===== src/core/wsc_defs.svh =====
// Constants for the watchdog, sleep and wake controller.
// Included by the top core file by bare name; definitions only.
`ifndef WSC_DEFS_SVH
`define WSC_DEFS_SVH

// Register byte offsets
`define WSC_OFF_CTRL   8'h00
`define WSC_OFF_CMD    8'h04
`define WSC_OFF_OSC    8'h08
`define WSC_OFF_STAT   8'h0C

// Control register fields
`define WSC_B_EXPIRED  4
`define WSC_B_SOFT_EN  5
`define WSC_B_LEVEL_LO 8
`define WSC_B_SD_EN    12
`define WSC_B_REF      13

// Command register fields
`define WSC_B_KICK     0
`define WSC_B_PSAVE    1
`define WSC_B_PS_SLEEP 2

// Oscillator control fields
`define WSC_B_LP_KEEP  8

// Reset values
`define WSC_FUSE_ERASED 1'b1
`define WSC_RST_EXPIRED 1'b1
`define WSC_RST_LEVEL   4'h0

// Clock source codes (current-oscillator and group fields)
`define WSC_SRC_FRC     3'h0
`define WSC_SRC_SLOW_INTERNAL_RC    3'h1
`define WSC_SRC_LP      3'h2
`define WSC_SRC_PRIMARY 3'h3
`define WSC_SRC_FRC_PLL 3'h4

// Primary oscillator kinds, bits 4:3 of the primary field
`define WSC_PK_EXTCLK  2'h0
`define WSC_PK_STD     2'h1
`define WSC_PK_HS      2'h2
`define WSC_PK_ERC     2'h3

// AXI responses
`define WSC_RESP_OKAY   2'h0
`define WSC_RESP_SLVERR 2'h2

// Timing
`define WSC_CLK_NS     100
`define WSC_POWERON_DELAY_NS    10000
`define WSC_PLL_SETTLE_DELAY_NS   20000
`define WSC_POWERUP_TIMER_DELAY_NS   16000000
`define WSC_OST_CYC    1024
`define WSC_WDT_W      16
`define WSC_WAKE_W     24

`endif


===== src/core/wsc_pkg.sv =====
// Types shared by the watchdog, sleep and wake controller.
// No dependencies.
package wsc_pkg;

  // Power states of the controller
  typedef enum logic [2:0] {
    ST_BOOT,
    ST_RUN,
    ST_IDLE,
    ST_SLEEP,
    ST_LOAD,
    ST_WAKE,
    ST_LOCK
  } wsc_state_t;

endpackage


===== src/core/wsc_wdt.sv =====
// Watchdog counter stepped by the slow internal RC oscillator.
// The RC pin is asynchronous to aclk and is synchronised here.
`timescale 1ns/1ns
module wsc_wdt #(
  parameter int WDT_W = 16
) (
  input  wire logic             aclk,      // System clock
  input  wire logic             aresetn,   // Sync reset, low
  input  wire logic             rc_pin,    // Slow RC oscillator
  input  wire logic             enable,    // Watchdog on
  input  wire logic             restart,   // Clear count
  output logic                  overflow,  // One-cycle time-out
  output logic [WDT_W-1:0]      count      // Present count
);

  logic rc_s1_reg;
  logic rc_s2_reg;
  logic rc_s3_reg;
  logic rc_tick;
  logic at_top;

  ////////////////////////////////////////////////////////////////////////
  // Two-flop sync, third flop only for the edge
  always_ff @(posedge aclk) begin
    if (!aresetn) begin
      rc_s1_reg <= 1'b0;
      rc_s2_reg <= 1'b0;
      rc_s3_reg <= 1'b0;
    end else begin
      rc_s1_reg <= rc_pin;
      rc_s2_reg <= rc_s1_reg;
      rc_s3_reg <= rc_s2_reg;
    end
  end

  // Steps on the RC edge, never on the main oscillator
  assign rc_tick = rc_s2_reg & ~rc_s3_reg;
  assign at_top  = &count;

  ////////////////////////////////////////////////////////////////////////
  // Counts until it wraps; the wrap is the time-out
  always_ff @(posedge aclk) begin
    if (!aresetn) begin
      count    <= '0;
      overflow <= 1'b0;
    end else if (!enable || restart) begin
      count    <= '0;
      overflow <= 1'b0;
    end else begin
      count    <= rc_tick ? count + 1'b1 : count;
      overflow <= rc_tick & at_top;
    end
  end

endmodule


===== src/core/wsc_top.sv =====
// Watchdog, supply-drop control, Sleep/Idle entry and wake sequencing,
// reached over AXI4-Lite.
// Assumes one clock; pins and the RC oscillator are asynchronous.
//
// Decided for this implementation: the placing of the registers and the AXI4-Lite register port.
`timescale 1ns/1ns
`include "wsc_defs.svh"
module wsc_top #(
  parameter int POWERUP_TIMER_CYC = `WSC_POWERUP_TIMER_DELAY_NS / `WSC_CLK_NS,
  parameter int OST_CYC  = `WSC_OST_CYC,
  parameter int WDT_W    = `WSC_WDT_W
) (
  input  wire logic        aclk,             // 10 MHz clock
  input  wire logic        aresetn,          // Sync reset, low
  input  wire logic [7:0]  s_axi_awaddr,     // Write address
  input  wire logic        s_axi_awvalid,    // Write address valid
  output logic             s_axi_awready,    // Write address ready
  input  wire logic [31:0] s_axi_wdata,      // Write data
  input  wire logic [3:0]  s_axi_wstrb,      // Byte strobes
  input  wire logic        s_axi_wvalid,     // Write data valid
  output logic             s_axi_wready,     // Write data ready
  output logic [1:0]       s_axi_bresp,      // Write response
  output logic             s_axi_bvalid,     // Response valid
  input  wire logic        s_axi_bready,     // Response ready
  input  wire logic [7:0]  s_axi_araddr,     // Read address
  input  wire logic        s_axi_arvalid,    // Read address valid
  output logic             s_axi_arready,    // Read address ready
  output logic [31:0]      s_axi_rdata,      // Read data
  output logic [1:0]       s_axi_rresp,      // Read response
  output logic             s_axi_rvalid,     // Read valid
  input  wire logic        s_axi_rready,     // Read ready
  input  wire logic        watchdog_fuse_enable, // Fuse, static
  input  wire logic [2:0]  osc_group_cfg,    // Fuse, static
  input  wire logic [4:0]  primary_osc_cfg,  // Fuse, static
  input  wire logic        clk_switch_cfg,   // Fuse, static
  input  wire logic        slow_internal_rc, // RC oscillator pin
  input  wire logic        reference_pin,    // Reference stable, async
  input  wire logic        pll_locked,       // PLL lock, async
  input  wire logic        brownout_reset,   // POR or BOR event, async
  input  wire logic        master_clear_pin, // Master clear, async
  input  wire logic        irq_wake,         // Qualified interrupt
  output logic             cpu_clk_en,       // CPU clock gate
  output logic             periph_clk_en,    // Peripheral clock gate
  output logic             osc_run,          // Oscillator enable
  output logic             pll_en,           // PLL enable
  output logic [1:0]       pll_mult,         // 1:x4 2:x8 3:x16
  output logic [1:0]       pll_prediv,       // 0:none 1:/2 2:/3
  output logic             fail_safe_mon_en, // Clock monitor on
  output logic             slow_rc_run,      // RC oscillator enable
  output logic             wdt_reset,        // Device reset pulse
  output logic             supply_drop_enable, // Detector enable
  output logic [3:0]       supply_drop_level,  // Detector threshold
  output logic             osc2_wave,        // Second pin level
  output logic             osc2_oe,          // Second pin drive
  output logic             osc2_is_io        // Second pin is I/O
);

  localparam int POWERON_DELAY_CYC =
    (`WSC_POWERON_DELAY_NS + `WSC_CLK_NS - 1) / `WSC_CLK_NS;
  localparam int PLL_SETTLE_DELAY_CYC =
    (`WSC_PLL_SETTLE_DELAY_NS + `WSC_CLK_NS - 1) / `WSC_CLK_NS;
  localparam int WW = `WSC_WAKE_W;

  wsc_pkg::wsc_state_t state_reg;
  wsc_pkg::wsc_state_t state_next;

  logic [3:0]       pin_raw;
  logic [3:0]       pin_s1_reg;
  logic [3:0]       pin_s2_reg;
  logic [3:0]       pin_s3_reg;
  logic             ref_ok;
  logic             lock_ok;
  logic             rst_evt;
  logic             por_evt;
  logic             aw_have;
  logic             w_have;
  logic [7:0]       aw_addr_reg;
  logic [31:0]      w_data_reg;
  logic [3:0]       w_strb_reg;
  logic [31:0]      wmask;
  logic [31:0]      wval;
  logic             wr_fire;
  logic             wr_ctrl;
  logic             wr_cmd;
  logic             wr_osc;
  logic             wr_hit;
  logic             rd_take;
  logic [31:0]      rd_word;
  logic             rd_hit;
  logic             soft_en_reg;
  logic             expired_reg;
  logic             fuse_reg;
  logic [2:0]       group_reg;
  logic [4:0]       prim_reg;
  logic             switch_reg;
  logic [2:0]       cur_osc_reg;
  logic             lp_keep_reg;
  logic             from_sleep_reg;
  logic [WW-1:0]    wake_cnt_reg;
  logic [1:0]       div_reg;
  logic             kick;
  logic             psave;
  logic             ps_sleep;
  logic             wdt_on;
  logic             wdt_ovf;
  logic [WDT_W-1:0] wdt_count;
  logic [2:0]       src;
  logic [1:0]       pkind;
  logic             src_prim;
  logic             src_lp;
  logic             uses_xtal;
  logic             uses_pll;
  logic             lp_short;
  logic             slow_path;
  logic [WW-1:0]    delay_cyc;
  logic             sleeping;

  ////////////////////////////////////////////////////////////////////////
  // Pin synchronisers; edges are taken from the second stage onward
  assign pin_raw = {master_clear_pin, brownout_reset,
                    pll_locked, reference_pin};

  always_ff @(posedge aclk) begin
    if (!aresetn) begin
      pin_s1_reg <= 4'h0;
      pin_s2_reg <= 4'h0;
      pin_s3_reg <= 4'h0;
    end else begin
      pin_s1_reg <= pin_raw;
      pin_s2_reg <= pin_s1_reg;
      pin_s3_reg <= pin_s2_reg;
    end
  end

  assign ref_ok  = pin_s2_reg[0];
  assign lock_ok = pin_s2_reg[1];
  assign por_evt = pin_s2_reg[2] & ~pin_s3_reg[2];
  assign rst_evt = por_evt | (pin_s2_reg[3] & ~pin_s3_reg[3]);

  ////////////////////////////////////////////////////////////////////////
  // AXI write side: address and data in either order, then response
  assign aw_have = ~s_axi_awready;
  assign w_have  = ~s_axi_wready;
  assign wr_fire = aw_have & w_have & ~s_axi_bvalid;
  assign wr_ctrl = wr_fire && (aw_addr_reg == `WSC_OFF_CTRL);
  assign wr_cmd  = wr_fire && (aw_addr_reg == `WSC_OFF_CMD);
  assign wr_osc  = wr_fire && (aw_addr_reg == `WSC_OFF_OSC);
  assign wr_hit  = wr_ctrl | wr_cmd | wr_osc |
                   (aw_addr_reg == `WSC_OFF_STAT);

  // Strobes widened to a bit mask, one lane per byte
  genvar gi;
  generate
    for (gi = 0; gi < 4; gi++) begin : g_lane
      assign wmask[gi*8 +: 8] = {8{w_strb_reg[gi]}};
    end
  endgenerate

  assign wval     = w_data_reg & wmask;
  assign kick     = wr_cmd & wval[`WSC_B_KICK];
  assign psave    = wr_cmd & wval[`WSC_B_PSAVE];
  assign ps_sleep = wval[`WSC_B_PS_SLEEP];

  always_ff @(posedge aclk) begin
    if (!aresetn) begin
      s_axi_awready <= 1'b1;
      s_axi_wready  <= 1'b1;
      s_axi_bvalid  <= 1'b0;
      s_axi_bresp   <= `WSC_RESP_OKAY;
      aw_addr_reg   <= 8'h00;
      w_data_reg    <= 32'h0000_0000;
      w_strb_reg    <= 4'h0;
    end else begin
      if (s_axi_awvalid && s_axi_awready) begin
        s_axi_awready <= 1'b0;
        aw_addr_reg   <= s_axi_awaddr;
      end
      if (s_axi_wvalid && s_axi_wready) begin
        s_axi_wready <= 1'b0;
        w_data_reg   <= s_axi_wdata;
        w_strb_reg   <= s_axi_wstrb;
      end
      if (wr_fire) begin
        s_axi_bvalid <= 1'b1;
        s_axi_bresp  <= wr_hit ? `WSC_RESP_OKAY : `WSC_RESP_SLVERR;
      end
      if (s_axi_bvalid && s_axi_bready) begin
        s_axi_bvalid  <= 1'b0;
        s_axi_awready <= 1'b1;
        s_axi_wready  <= 1'b1;
      end
    end
  end

  ////////////////////////////////////////////////////////////////////////
  // AXI read side: one read at a time, data one cycle after address
  assign rd_take = s_axi_arvalid & s_axi_arready;
  assign rd_hit  = (s_axi_araddr == `WSC_OFF_CTRL) ||
                   (s_axi_araddr == `WSC_OFF_CMD) ||
                   (s_axi_araddr == `WSC_OFF_OSC) ||
                   (s_axi_araddr == `WSC_OFF_STAT);

  // Reference bit is read-only and follows the pin
  assign rd_word =
    (s_axi_araddr == `WSC_OFF_CTRL) ?
      {18'h0, ref_ok, supply_drop_enable, supply_drop_level,
       2'h0, soft_en_reg, expired_reg, 4'h0} :
    (s_axi_araddr == `WSC_OFF_OSC) ?
      {23'h0, lp_keep_reg, 5'h0, cur_osc_reg} :
    (s_axi_araddr == `WSC_OFF_STAT) ?
      {16'(wdt_count), 8'h0, 1'b0, switch_reg, fuse_reg,
       lock_ok, 1'b0, state_reg} :
      32'h0000_0000;

  always_ff @(posedge aclk) begin
    if (!aresetn) begin
      s_axi_arready <= 1'b1;
      s_axi_rvalid  <= 1'b0;
      s_axi_rdata   <= 32'h0000_0000;
      s_axi_rresp   <= `WSC_RESP_OKAY;
    end else if (rd_take) begin
      s_axi_arready <= 1'b0;
      s_axi_rvalid  <= 1'b1;
      s_axi_rdata   <= rd_word;
      s_axi_rresp   <= rd_hit ? `WSC_RESP_OKAY : `WSC_RESP_SLVERR;
    end else if (s_axi_rvalid && s_axi_rready) begin
      s_axi_arready <= 1'b1;
      s_axi_rvalid  <= 1'b0;
    end
  end

  ////////////////////////////////////////////////////////////////////////
  // Control and oscillator registers, plus fuse capture after reset
  always_ff @(posedge aclk) begin
    if (!aresetn) begin
      soft_en_reg        <= 1'b0;
      supply_drop_enable <= 1'b0;
      supply_drop_level  <= `WSC_RST_LEVEL;
      lp_keep_reg        <= 1'b0;
      fuse_reg           <= `WSC_FUSE_ERASED;
      group_reg          <= `WSC_SRC_FRC;
      prim_reg           <= 5'h00;
      switch_reg         <= 1'b0;
    end else begin
      if (state_reg == wsc_pkg::ST_BOOT) begin
        fuse_reg   <= watchdog_fuse_enable;
        group_reg  <= osc_group_cfg;
        prim_reg   <= primary_osc_cfg;
        switch_reg <= clk_switch_cfg;
      end
      if (wr_ctrl && w_strb_reg[0]) begin
        soft_en_reg <= w_data_reg[`WSC_B_SOFT_EN];
      end
      if (wr_ctrl && w_strb_reg[1]) begin
        supply_drop_level  <= w_data_reg[`WSC_B_LEVEL_LO +: 4];
        supply_drop_enable <= w_data_reg[`WSC_B_SD_EN];
      end
      if (wr_osc && w_strb_reg[1]) begin
        lp_keep_reg <= w_data_reg[`WSC_B_LP_KEEP];
      end
    end
  end

  // Hardware clear wins over a software write in the same cycle
  always_ff @(posedge aclk) begin
    if (!aresetn) begin
      expired_reg <= `WSC_RST_EXPIRED;
    end else if (sleeping && wdt_ovf) begin
      expired_reg <= 1'b0;
    end else if (wr_ctrl && w_strb_reg[0]) begin
      expired_reg <= w_data_reg[`WSC_B_EXPIRED];
    end
  end

  ////////////////////////////////////////////////////////////////////////
  // Watchdog: fuse forces it on, else software chooses
  assign wdt_on = fuse_reg | soft_en_reg;

  wsc_wdt #(
    .WDT_W (WDT_W)
  ) wsc_wdt_i (
    .aclk     (aclk),
    .aresetn  (aresetn),
    .rc_pin   (slow_internal_rc),
    .enable   (wdt_on),
    .restart  (kick),
    .overflow (wdt_ovf),
    .count    (wdt_count)
  );

  ////////////////////////////////////////////////////////////////////////
  // Clock source and the delay it needs on wake
  // Without switching there is one system clock, the fuse choice
  assign src      = switch_reg ? cur_osc_reg : group_reg;
  assign pkind    = prim_reg[4:3];
  assign src_prim = (src == `WSC_SRC_PRIMARY);
  assign src_lp   = (src == `WSC_SRC_LP);
  assign uses_xtal = src_lp || (src_prim &&
                     (pkind == `WSC_PK_STD || pkind == `WSC_PK_HS));
  // External RC has no PLL path; others take x4, x8 or x16
  assign uses_pll = (prim_reg[1:0] != 2'h0) &&
                    ((src_prim && pkind != `WSC_PK_ERC) ||
                     src == `WSC_SRC_FRC_PLL);
  assign lp_short  = src_lp && lp_keep_reg && from_sleep_reg;
  assign slow_path = (uses_xtal || uses_pll) && !lp_short;

  // Fast sources pay only the power-on delay
  assign delay_cyc = WW'(POWERON_DELAY_CYC +
                         (slow_path ? POWERUP_TIMER_CYC : 0) +
                         (slow_path && uses_xtal ? OST_CYC : 0) +
                         (slow_path && uses_pll ? PLL_SETTLE_DELAY_CYC : 0));

  assign sleeping = (state_reg == wsc_pkg::ST_SLEEP);

  ////////////////////////////////////////////////////////////////////////
  // Power state sequence
  always_comb begin
    state_next = state_reg;
    case (state_reg)
      wsc_pkg::ST_BOOT: begin
        state_next = wsc_pkg::ST_LOAD;
      end
      wsc_pkg::ST_RUN: begin
        if (rst_evt) begin
          state_next = wsc_pkg::ST_LOAD;
        end else if (psave) begin
          state_next = ps_sleep ? wsc_pkg::ST_SLEEP : wsc_pkg::ST_IDLE;
        end
      end
      wsc_pkg::ST_IDLE: begin
        if (rst_evt) begin
          state_next = wsc_pkg::ST_LOAD;
        end else if (irq_wake || wdt_ovf) begin
          state_next = wsc_pkg::ST_RUN;
        end
      end
      wsc_pkg::ST_SLEEP: begin
        if (irq_wake || rst_evt || wdt_ovf) begin
          state_next = wsc_pkg::ST_LOAD;
        end
      end
      wsc_pkg::ST_LOAD: begin
        state_next = wsc_pkg::ST_WAKE;
      end
      wsc_pkg::ST_WAKE: begin
        if (wake_cnt_reg == '0) begin
          state_next = uses_pll ? wsc_pkg::ST_LOCK : wsc_pkg::ST_RUN;
        end
      end
      wsc_pkg::ST_LOCK: begin
        if (lock_ok) begin
          state_next = wsc_pkg::ST_RUN;
        end
      end
      default: begin
        state_next = wsc_pkg::ST_BOOT;
      end
    endcase
  end

  // State, wake counter and the clock to restart
  always_ff @(posedge aclk) begin
    if (!aresetn) begin
      state_reg      <= wsc_pkg::ST_BOOT;
      wake_cnt_reg   <= '0;
      cur_osc_reg    <= `WSC_SRC_FRC;
      from_sleep_reg <= 1'b0;
    end else begin
      state_reg <= state_next;
      if (state_reg == wsc_pkg::ST_LOAD) begin
        wake_cnt_reg <= delay_cyc - 1'b1;
      end else if (wake_cnt_reg != '0) begin
        wake_cnt_reg <= wake_cnt_reg - 1'b1;
      end
      // Power-on style events reload the fuse choice
      if (state_reg == wsc_pkg::ST_BOOT || por_evt) begin
        cur_osc_reg <= osc_group_cfg;
      end else if (wr_osc && w_strb_reg[0] && switch_reg) begin
        cur_osc_reg <= w_data_reg[2:0];
      end
      if (state_next == wsc_pkg::ST_RUN) begin
        from_sleep_reg <= 1'b0;
      end else if (sleeping) begin
        from_sleep_reg <= 1'b1;
      end
    end
  end

  ////////////////////////////////////////////////////////////////////////
  // Registered clock gates and enables; gates, osc_run, pll_en and monitor from the next state
  always_ff @(posedge aclk) begin
    if (!aresetn) begin
      cpu_clk_en       <= 1'b0;
      periph_clk_en    <= 1'b0;
      osc_run          <= 1'b0;
      pll_en           <= 1'b0;
      pll_mult         <= 2'h0;
      pll_prediv       <= 2'h0;
      fail_safe_mon_en <= 1'b0;
      slow_rc_run      <= 1'b0;
      wdt_reset        <= 1'b0;
    end else begin
      cpu_clk_en    <= (state_next == wsc_pkg::ST_RUN);
      periph_clk_en <= (state_next == wsc_pkg::ST_RUN) ||
                       (state_next == wsc_pkg::ST_IDLE);
      // Only a kept low-frequency crystal survives Sleep
      osc_run <= (state_next != wsc_pkg::ST_SLEEP) ||
                 (src_lp && lp_keep_reg);
      pll_en     <= uses_pll && (state_next != wsc_pkg::ST_SLEEP);
      pll_mult   <= uses_pll ? prim_reg[1:0] : 2'h0;
      pll_prediv <= (uses_pll && src_prim && pkind == `WSC_PK_HS) ?
                    (prim_reg[2] ? 2'h2 : 2'h1) : 2'h0;
      // Nothing to monitor while the clock is stopped
      fail_safe_mon_en <= (state_next != wsc_pkg::ST_SLEEP);
      slow_rc_run      <= wdt_on;
      // Overflow resets outside Sleep only
      wdt_reset <= wdt_ovf && !sleeping;
    end
  end

  ////////////////////////////////////////////////////////////////////////
  // Second oscillator pin: Fosc/4 out in RC clock-out mode
  always_ff @(posedge aclk) begin
    if (!aresetn) begin
      div_reg    <= 2'h0;
      osc2_wave  <= 1'b0;
      osc2_oe    <= 1'b0;
      osc2_is_io <= 1'b0;
    end else begin
      div_reg    <= div_reg + 2'h1;
      osc2_wave  <= div_reg[1];
      osc2_oe    <= src_prim && pkind == `WSC_PK_ERC && !prim_reg[2];
      osc2_is_io <= src_prim && (pkind == `WSC_PK_EXTCLK ||
                    (pkind == `WSC_PK_ERC && prim_reg[2]));
    end
  end

endmodule


===== config.mk =====
export PLATFORM = sky130hd
export DESIGN_NAME = wsc_top
export DESIGN_NICKNAME = d
export VERILOG_FILES = /design/src/core/wsc_pkg.sv /design/src/core/wsc_wdt.sv /design/src/core/wsc_top.sv
export VERILOG_INCLUDE_DIRS = /design/src /design/src/core
export SDC_FILE = /design/constraint.sdc
export NUM_CORES = 1
export LEC_CHECK = 0
export ABC_AREA = 1
export BUFFER_PORTS_ARGS = -buffer_cell sky130_fd_sc_hd__buf_2
export CORE_MARGIN = 1.5
export CORE_UTILIZATION = 50
export DETAILED_ROUTE_END_ITERATION = 7
export PLACE_DENSITY = 0.74
export SETUP_SLACK_MARGIN = 0.4
export SYNTH_ARGS = -nofsm -noshare
export SYNTH_HDL_FRONTEND = slang
export SYNTH_SLANG_ARGS = --single-unit

===== constraint.sdc =====
create_clock -name aclk -period 2.7 [get_ports aclk]
set_input_delay 0.135 -clock aclk [delete_from_list [all_inputs] [get_ports aclk]]
set_output_delay 0.135 -clock aclk [all_outputs]
set_load 0.01 [all_outputs]

# Word-level counts from Yosys, hierarchy flattened

Index checks and enable logic that the tools add are counted.

Bits of input ports: 75
Output and inout bits: 60
Register bits after elaboration: 161
Word-level logic and storage cells: 191

Multiplexer cells: 30
$add $sub $neg: 7
Bitwise logic cells: 22
Reduce and logical (&&, ||, !) cells: 65
Equality and inequality tests: 22

Operator list:

| cell                    | count |
|---|---|
| $mux W32                | 3 |
| $mux W24                | 2 |
| $mux W3                 | 11 |
| $eq A8 B4 Y1 const B    | 4 |
| $logic_and A1 B1 Y1     | 29 |
| $logic_not A24 Y1       | 1 |
| $reduce_bool A24 Y1     | 1 |
| $sub A24 B1 Y24 const B | 1 |
| $sub A21 B1 Y22 const B | 1 |
| $add A20 B8 Y21         | 1 |
| $pmux W3 S7             | 1 |
| $add A19 B11 Y20        | 1 |
| $add A7 B18 Y19 const A | 1 |
| $mux W18                | 1 |
| $add A16 B1 Y16 const B | 1 |
| $eq A8 B3 Y1 const B    | 2 |
| $logic_not A8 Y1        | 2 |
| $reduce_and A16 Y1      | 1 |
| $eq A3 B2 Y1 const B    | 5 |
| $logic_or A1 B1 Y1      | 15 |
| $eq A3 B3 Y1 const B    | 4 |
| $mux W11                | 1 |
| $reduce_bool A2 Y1      | 5 |
| $and A1 B1 Y1           | 9 |
| other kinds (17)        | 43 |

# Longest topological paths before layout

Depth after elaboration: 13
Mapped depth: 15
Depth with buffers taken out: 14

# Cells and area by module

A second synthesis with hierarchy kept.

Cells, all modules: 904
Area, all modules: 6688.9 µm²

By module, submodules not included:

| module  | instances | sequential area each (µm²) | cells each | area each (µm²) |
|---|---|---|---|---|
| wsc_top | 1         | 2602.5                     | 767        | 5733.0 |
| wsc_wdt | 1         | 400.4                      | 137        | 955.9 |

# Worst setup path after synthesis

No wires, ideal clock.

Path kind: flip-flop to flip-flop
From: register wake_cnt_reg[0]
To: register wake_cnt_reg[18]
Period minus slack after synthesis: 1.514 ns
Setup time: 0.070 ns
Data required time: 2.630 ns
Stages on the path, launching flop included: 10
Data arrival time: 1.444 ns
Buffers on the path: 0
Path slack: 1.186 ns
Path through: dfxtp_1 -> inv_1 -> ha_1 -> nand2_2 -> nor2_4 -> nand2_2 -> clkinv_1 -> nand3_1 -> or3_1 -> a21oi_1

Word-level cells in the longest chain between the ends: 3
Elaborated cells on any way between the ends: 5
Classes of those cells: add/sub: 1; mux: 2; reduce/logical: 2

RTL lines:

| element                  | RTL line       | RTL |
|---|---|---|
| start: declaration       | wsc_top.sv:99  | `logic [WW-1:0] wake_cnt_reg;` |
| start signal: assignment | wsc_top.sv:371 | `wake_cnt_reg <= delay_cyc - 1'b1;` |
| start signal: assignment | wsc_top.sv:373 | `wake_cnt_reg <= wake_cnt_reg - 1'b1;` |
| $sub A24 B1 Y24          | wsc_top.sv:373 |  |
| $mux W24                 | wsc_top.sv:372 | `end else if (wake_cnt_reg != '0) begin` |
| $mux W24                 | wsc_top.sv:370 | `if (state_reg == wsc_pkg::ST_LOAD) begin` |

Parallel ways exist; a longest one is shown, timed or not. The select of a mux whose other input is x is not followed.
A chain may end at the register's enable or synchronous reset.

# Worst setup path after layout

From: register aw_addr_reg[5]
To: register wsc_wdt_i.count[6]

Word-level cells in the longest chain between the ends: 5

RTL lines:

| element                           | RTL line       | RTL |
|---|---|---|
| start: declaration                | wsc_top.sv:77  | `logic [7:0] aw_addr_reg;` |
| start signal: assignment          | wsc_top.sv:176 | `aw_addr_reg <= s_axi_awaddr;` |
| $eq A8 B3 Y1 (no source line)     | --             |  |
| $logic_and A1 B1 Y1               | wsc_top.sv:146 | `` assign wr_cmd = wr_fire && (aw_addr_reg == `WSC_OFF_CMD); `` |
| $and A1 B1 Y1                     | wsc_top.sv:160 | `` assign kick = wr_cmd & wval[`WSC_B_KICK]; `` |
| $logic_or A1 B1 Y1                | wsc_wdt.sv:46  | `end else if (!enable \|\| restart) begin` |
| $reduce_or A2 Y1 (no source line) | --             |  |
| end signal: assignment            | wsc_wdt.sv:50  | `count <= rc_tick ? count + 1'b1 : count;` |
| end: declaration                  | wsc_wdt.sv:13  | `output logic [WDT_W-1:0] count` |

No other way between the ends.

==> flow_summary.ini <==
[run_status]
outcome = complete, no violations

[power]
power_density_mw_per_mm2 = 885
switching_share = 0.338
peakVddDrop_mv = 0.564
p_int_uw = 4740
clockPowerShare = 0.355
power_switching_uw = 2420
p_seq_frac = 0.368
leakagePower_uw = 0.00366
comb_power_share = 0.277
power_uw = 7160

[worst_setup_path]
r2r_slack_ns = 0.74
crit_buf_inv = 1
r2r_end = wsc_wdt_i.count[6]
cp_max_fo = 12
crit_arrival_ns = 2.27
path_delay_family = simple AND/OR/NAND/NOR gates
critPathSlowestCell = nand2_1
startpoint_type = register
cpMostUsedCell = nand2_1
startpoint = aw_addr_reg[5]
cp-endpoint = wsc_wdt_i.count[6]
crit_path_end_kind = register
r2r_cells = 10
required_ns = 3.01
critPathKind = reg -> reg
worst-path-stages = 10
crit_path_cell_trace = nor2_1 -> nand2_1 -> nor2_2 -> nand2_1 -> nor2_1 -> nand2_1 -> nand2_1 -> inv_1 -> o21ai_0 -> a21oi_1
reg2reg_from = aw_addr_reg[5]
cp_slowest_stage_delay_ns = 0.34

[clocking]
tritoncts = built
clkLatencyLatePin_ns = 0.43
cts_setup_buffers = 0
root_buffer = clkbuf_16
cts_buffers = 17
cts_buffer_depth = 2
cts-htree-levels = 4
clkSinkCount = 150
ctsResizeCount = 0
hold_buffers = 36
cts.reportedPaths.clkPinSlew_ns = 0.06

[placed_design]
dp_hpwl_um = 10600
numPortBuffers = 104
post_dp_cell_area_mm2 = 0.00710
gp_congestion = 0.909

[final_layout]
multi_input_area_mm2 = 0.00290
num-fill-cells = 1161
drive_above_1_share = 0.173
layout.nets = 1099
areaGrowthSynthToFinish_pct = 25.6
largest_reg_flops = 28
seq_area_mm2 = 0.00300
design_area_mm2 = 0.00810
diodes = 0

[logic_synthesis]
synth.distinct_cells = 45
synth_top_family_by_area = simple AND/OR/NAND/NOR gates
synth_seq_cells = 150
synth_cells = 878
synth_edf_count = 0
synth-warning-count = 0
synth.most_common_cell = nand2_1
yosysTopAreaCellShare = 0.466
synth_top_cell_by_area = dfxtp_1
synthSimpleGateAreaFrac = 0.270
ys_top_cells_by_area = dfxtp_1 (47%), nand2_1 (9.0%), nor2_1 (7.0%)
seq_area_frac_synth = 0.466
synth.avg_cell_area_um2 = 7.34
synthMuxAreaShare = 0
ys.flop_type = dfxtp_1
synthAdderAreaFrac = 0.0116
synth_area_mm2 = 0.00645
synth_xor_area_frac = 0.0190
synth_compound_area_frac = 0.145
synth_common_cells = nand2_1 (154), dfxtp_1 (150), nor2_1 (120)
async_flop_share = 0

[die]
die_x_um = 117
fp.dieH_um = 117
ioPinCount = 135
coreArea_mm2 = 0.0126
die_area_mm2 = 0.0136
start_util = 0.511
row_count = 41

[detailed_routing]
route.met2.wl_um = 7550
drt_iter0_drc = 348
viasPerCell = 4.99
postRouteAntennaNets = 0
remaining_drc_errors = 0
vias = 5999
drt-total-wl_um = 15500
drt-met1-wl_um = 7000
highest_layer = met4
met3WireLength_um = 662
dr.pass1.iters = 5
wl_per_cell_um = 12.9

[sta]
slew_viol_final = 0
finalSetupViolations = 0
relSlewSlack = 0.593
min_period_ns = 1.96
worst_slew_pin_slew_ns = 0.610
fin_tns_setup_ns = 0
layout_worst_path_cycle_share = 0.725
fmax_mhz = 511
rsz0062_at_grt = false
finalClockSkew_ns = 0.00790
hold_viol_final = 0

[grt]
grt_use_total = 0.241
grt_overflow = 0
grt_pass1_vias = 5513
grt_pass1_wl_um = 25400
grt_max_degree = 70
antenna_found_initial = 0

[hold_path]
hold_class = in -> reg

[job]
drv_cap = 0
## metal layers
layer / GRT usage / vias to the layer above
met3: 0.0711 / 25
met5: 0 / -
met2: 0.407 / 137
li1: - / 3124
met1: 0.293 / 2713
met4: 0.0892 / 0
## final cells by class
cell class,count,share of cell area
Multi-Input combinational cell,592,0.358
Timing Repair Buffer,146,0.114
Inverter,111,0.0515
Clock inverter,13,0.0241
Clock buffer,19,0.0547
Tap cell,172,0.0266
Sequential cell,150,0.371
## cell families after synthesis
group,after synthesis
compound gates,175
xor+xnor,14
fa+ha+maj,6
buf+inv,141
flops,150
other cells,1
simple gates,391
## stage by stage
stage           util  setup slack (ns)  hold slack (ns)  cells
6_report       0.641             0.743           0.0257   1203
5_1_grt        0.641             0.523           0.0230   1203
4_1_cts        0.641             0.743           0.0152   1203
3_5_place_dp   0.562             0.793            0.320   1135
3_3_place_gp   0.562             0.827            0.316   1135
2_1_floorplan      -              1.19            0.233    883
## cells in the final DEF, fill, tap and decap left out, drive strengths merged
master	synthesis	final
a21oi	76	76
a31oi	8	8
dfxtp	150	150
o21ai	70	70
nand2	163	163
nor3	12	12
o22ai	5	5
clkinv	4	9
or2	4	4
nor2	134	134
o211ai	4	4
a211oi	4	4
nand4	11	11
a21boi	2	2
dlygate4sd3	0	36
nand3b	2	2
o221ai	1	1
xor2	10	10
a21o	2	2
xnor2	4	4
buf	16	110
nand3	53	53
o21a	2	2
nor4	9	9
bufinv	0	4
conb	1	6
ha	6	6
and3	2	2
inv	107	110
a31o	1	1
or3	1	1
clkinvlp	0	1
clkbuf	14	19
## power by group through the flow
stage / Clock (uW) / Combinational, uW / Sequential [uW]
global route: 2690 / 2270 / 2660
finish: 2540 / 1980 / 2640
floorplan: 0 / 1550 / 2640
detailed placement: 0 / 1930 / 2680
CTS: 2580 / 1980 / 2630
global placement: 0 / 1910 / 2670
## tightest hold or removal path, stage by stage
cell and delay [ns]:
buf_2 0.07, o21ai_0 0.09, a21oi_1 0.11
## worst min path at each step
| stage | start | endpoint | slack, ns | depth (start not counted) |
|---|---|---|---|---|
| 4_1_cts | primary_osc_cfg[1] | prim_reg[1] | 0.02 | 3 |
| 3_3_place_gp | reference_pin | pin_s1_reg[0] | 0.32 | 3 |
| 2_1_floorplan | reference_pin | pin_s1_reg[0] | 0.23 | 2 |
| 5_1_grt | s_axi_wstrb[1] | w_strb_reg[1] | 0.02 | 3 |
| 6_report | primary_osc_cfg[1] | prim_reg[1] | 0.03 | 3 |
| 3_5_place_dp | slow_internal_rc | wsc_wdt_i.rc_s1_reg | 0.32 | 3 |
(Power assumes the default switching activity.)
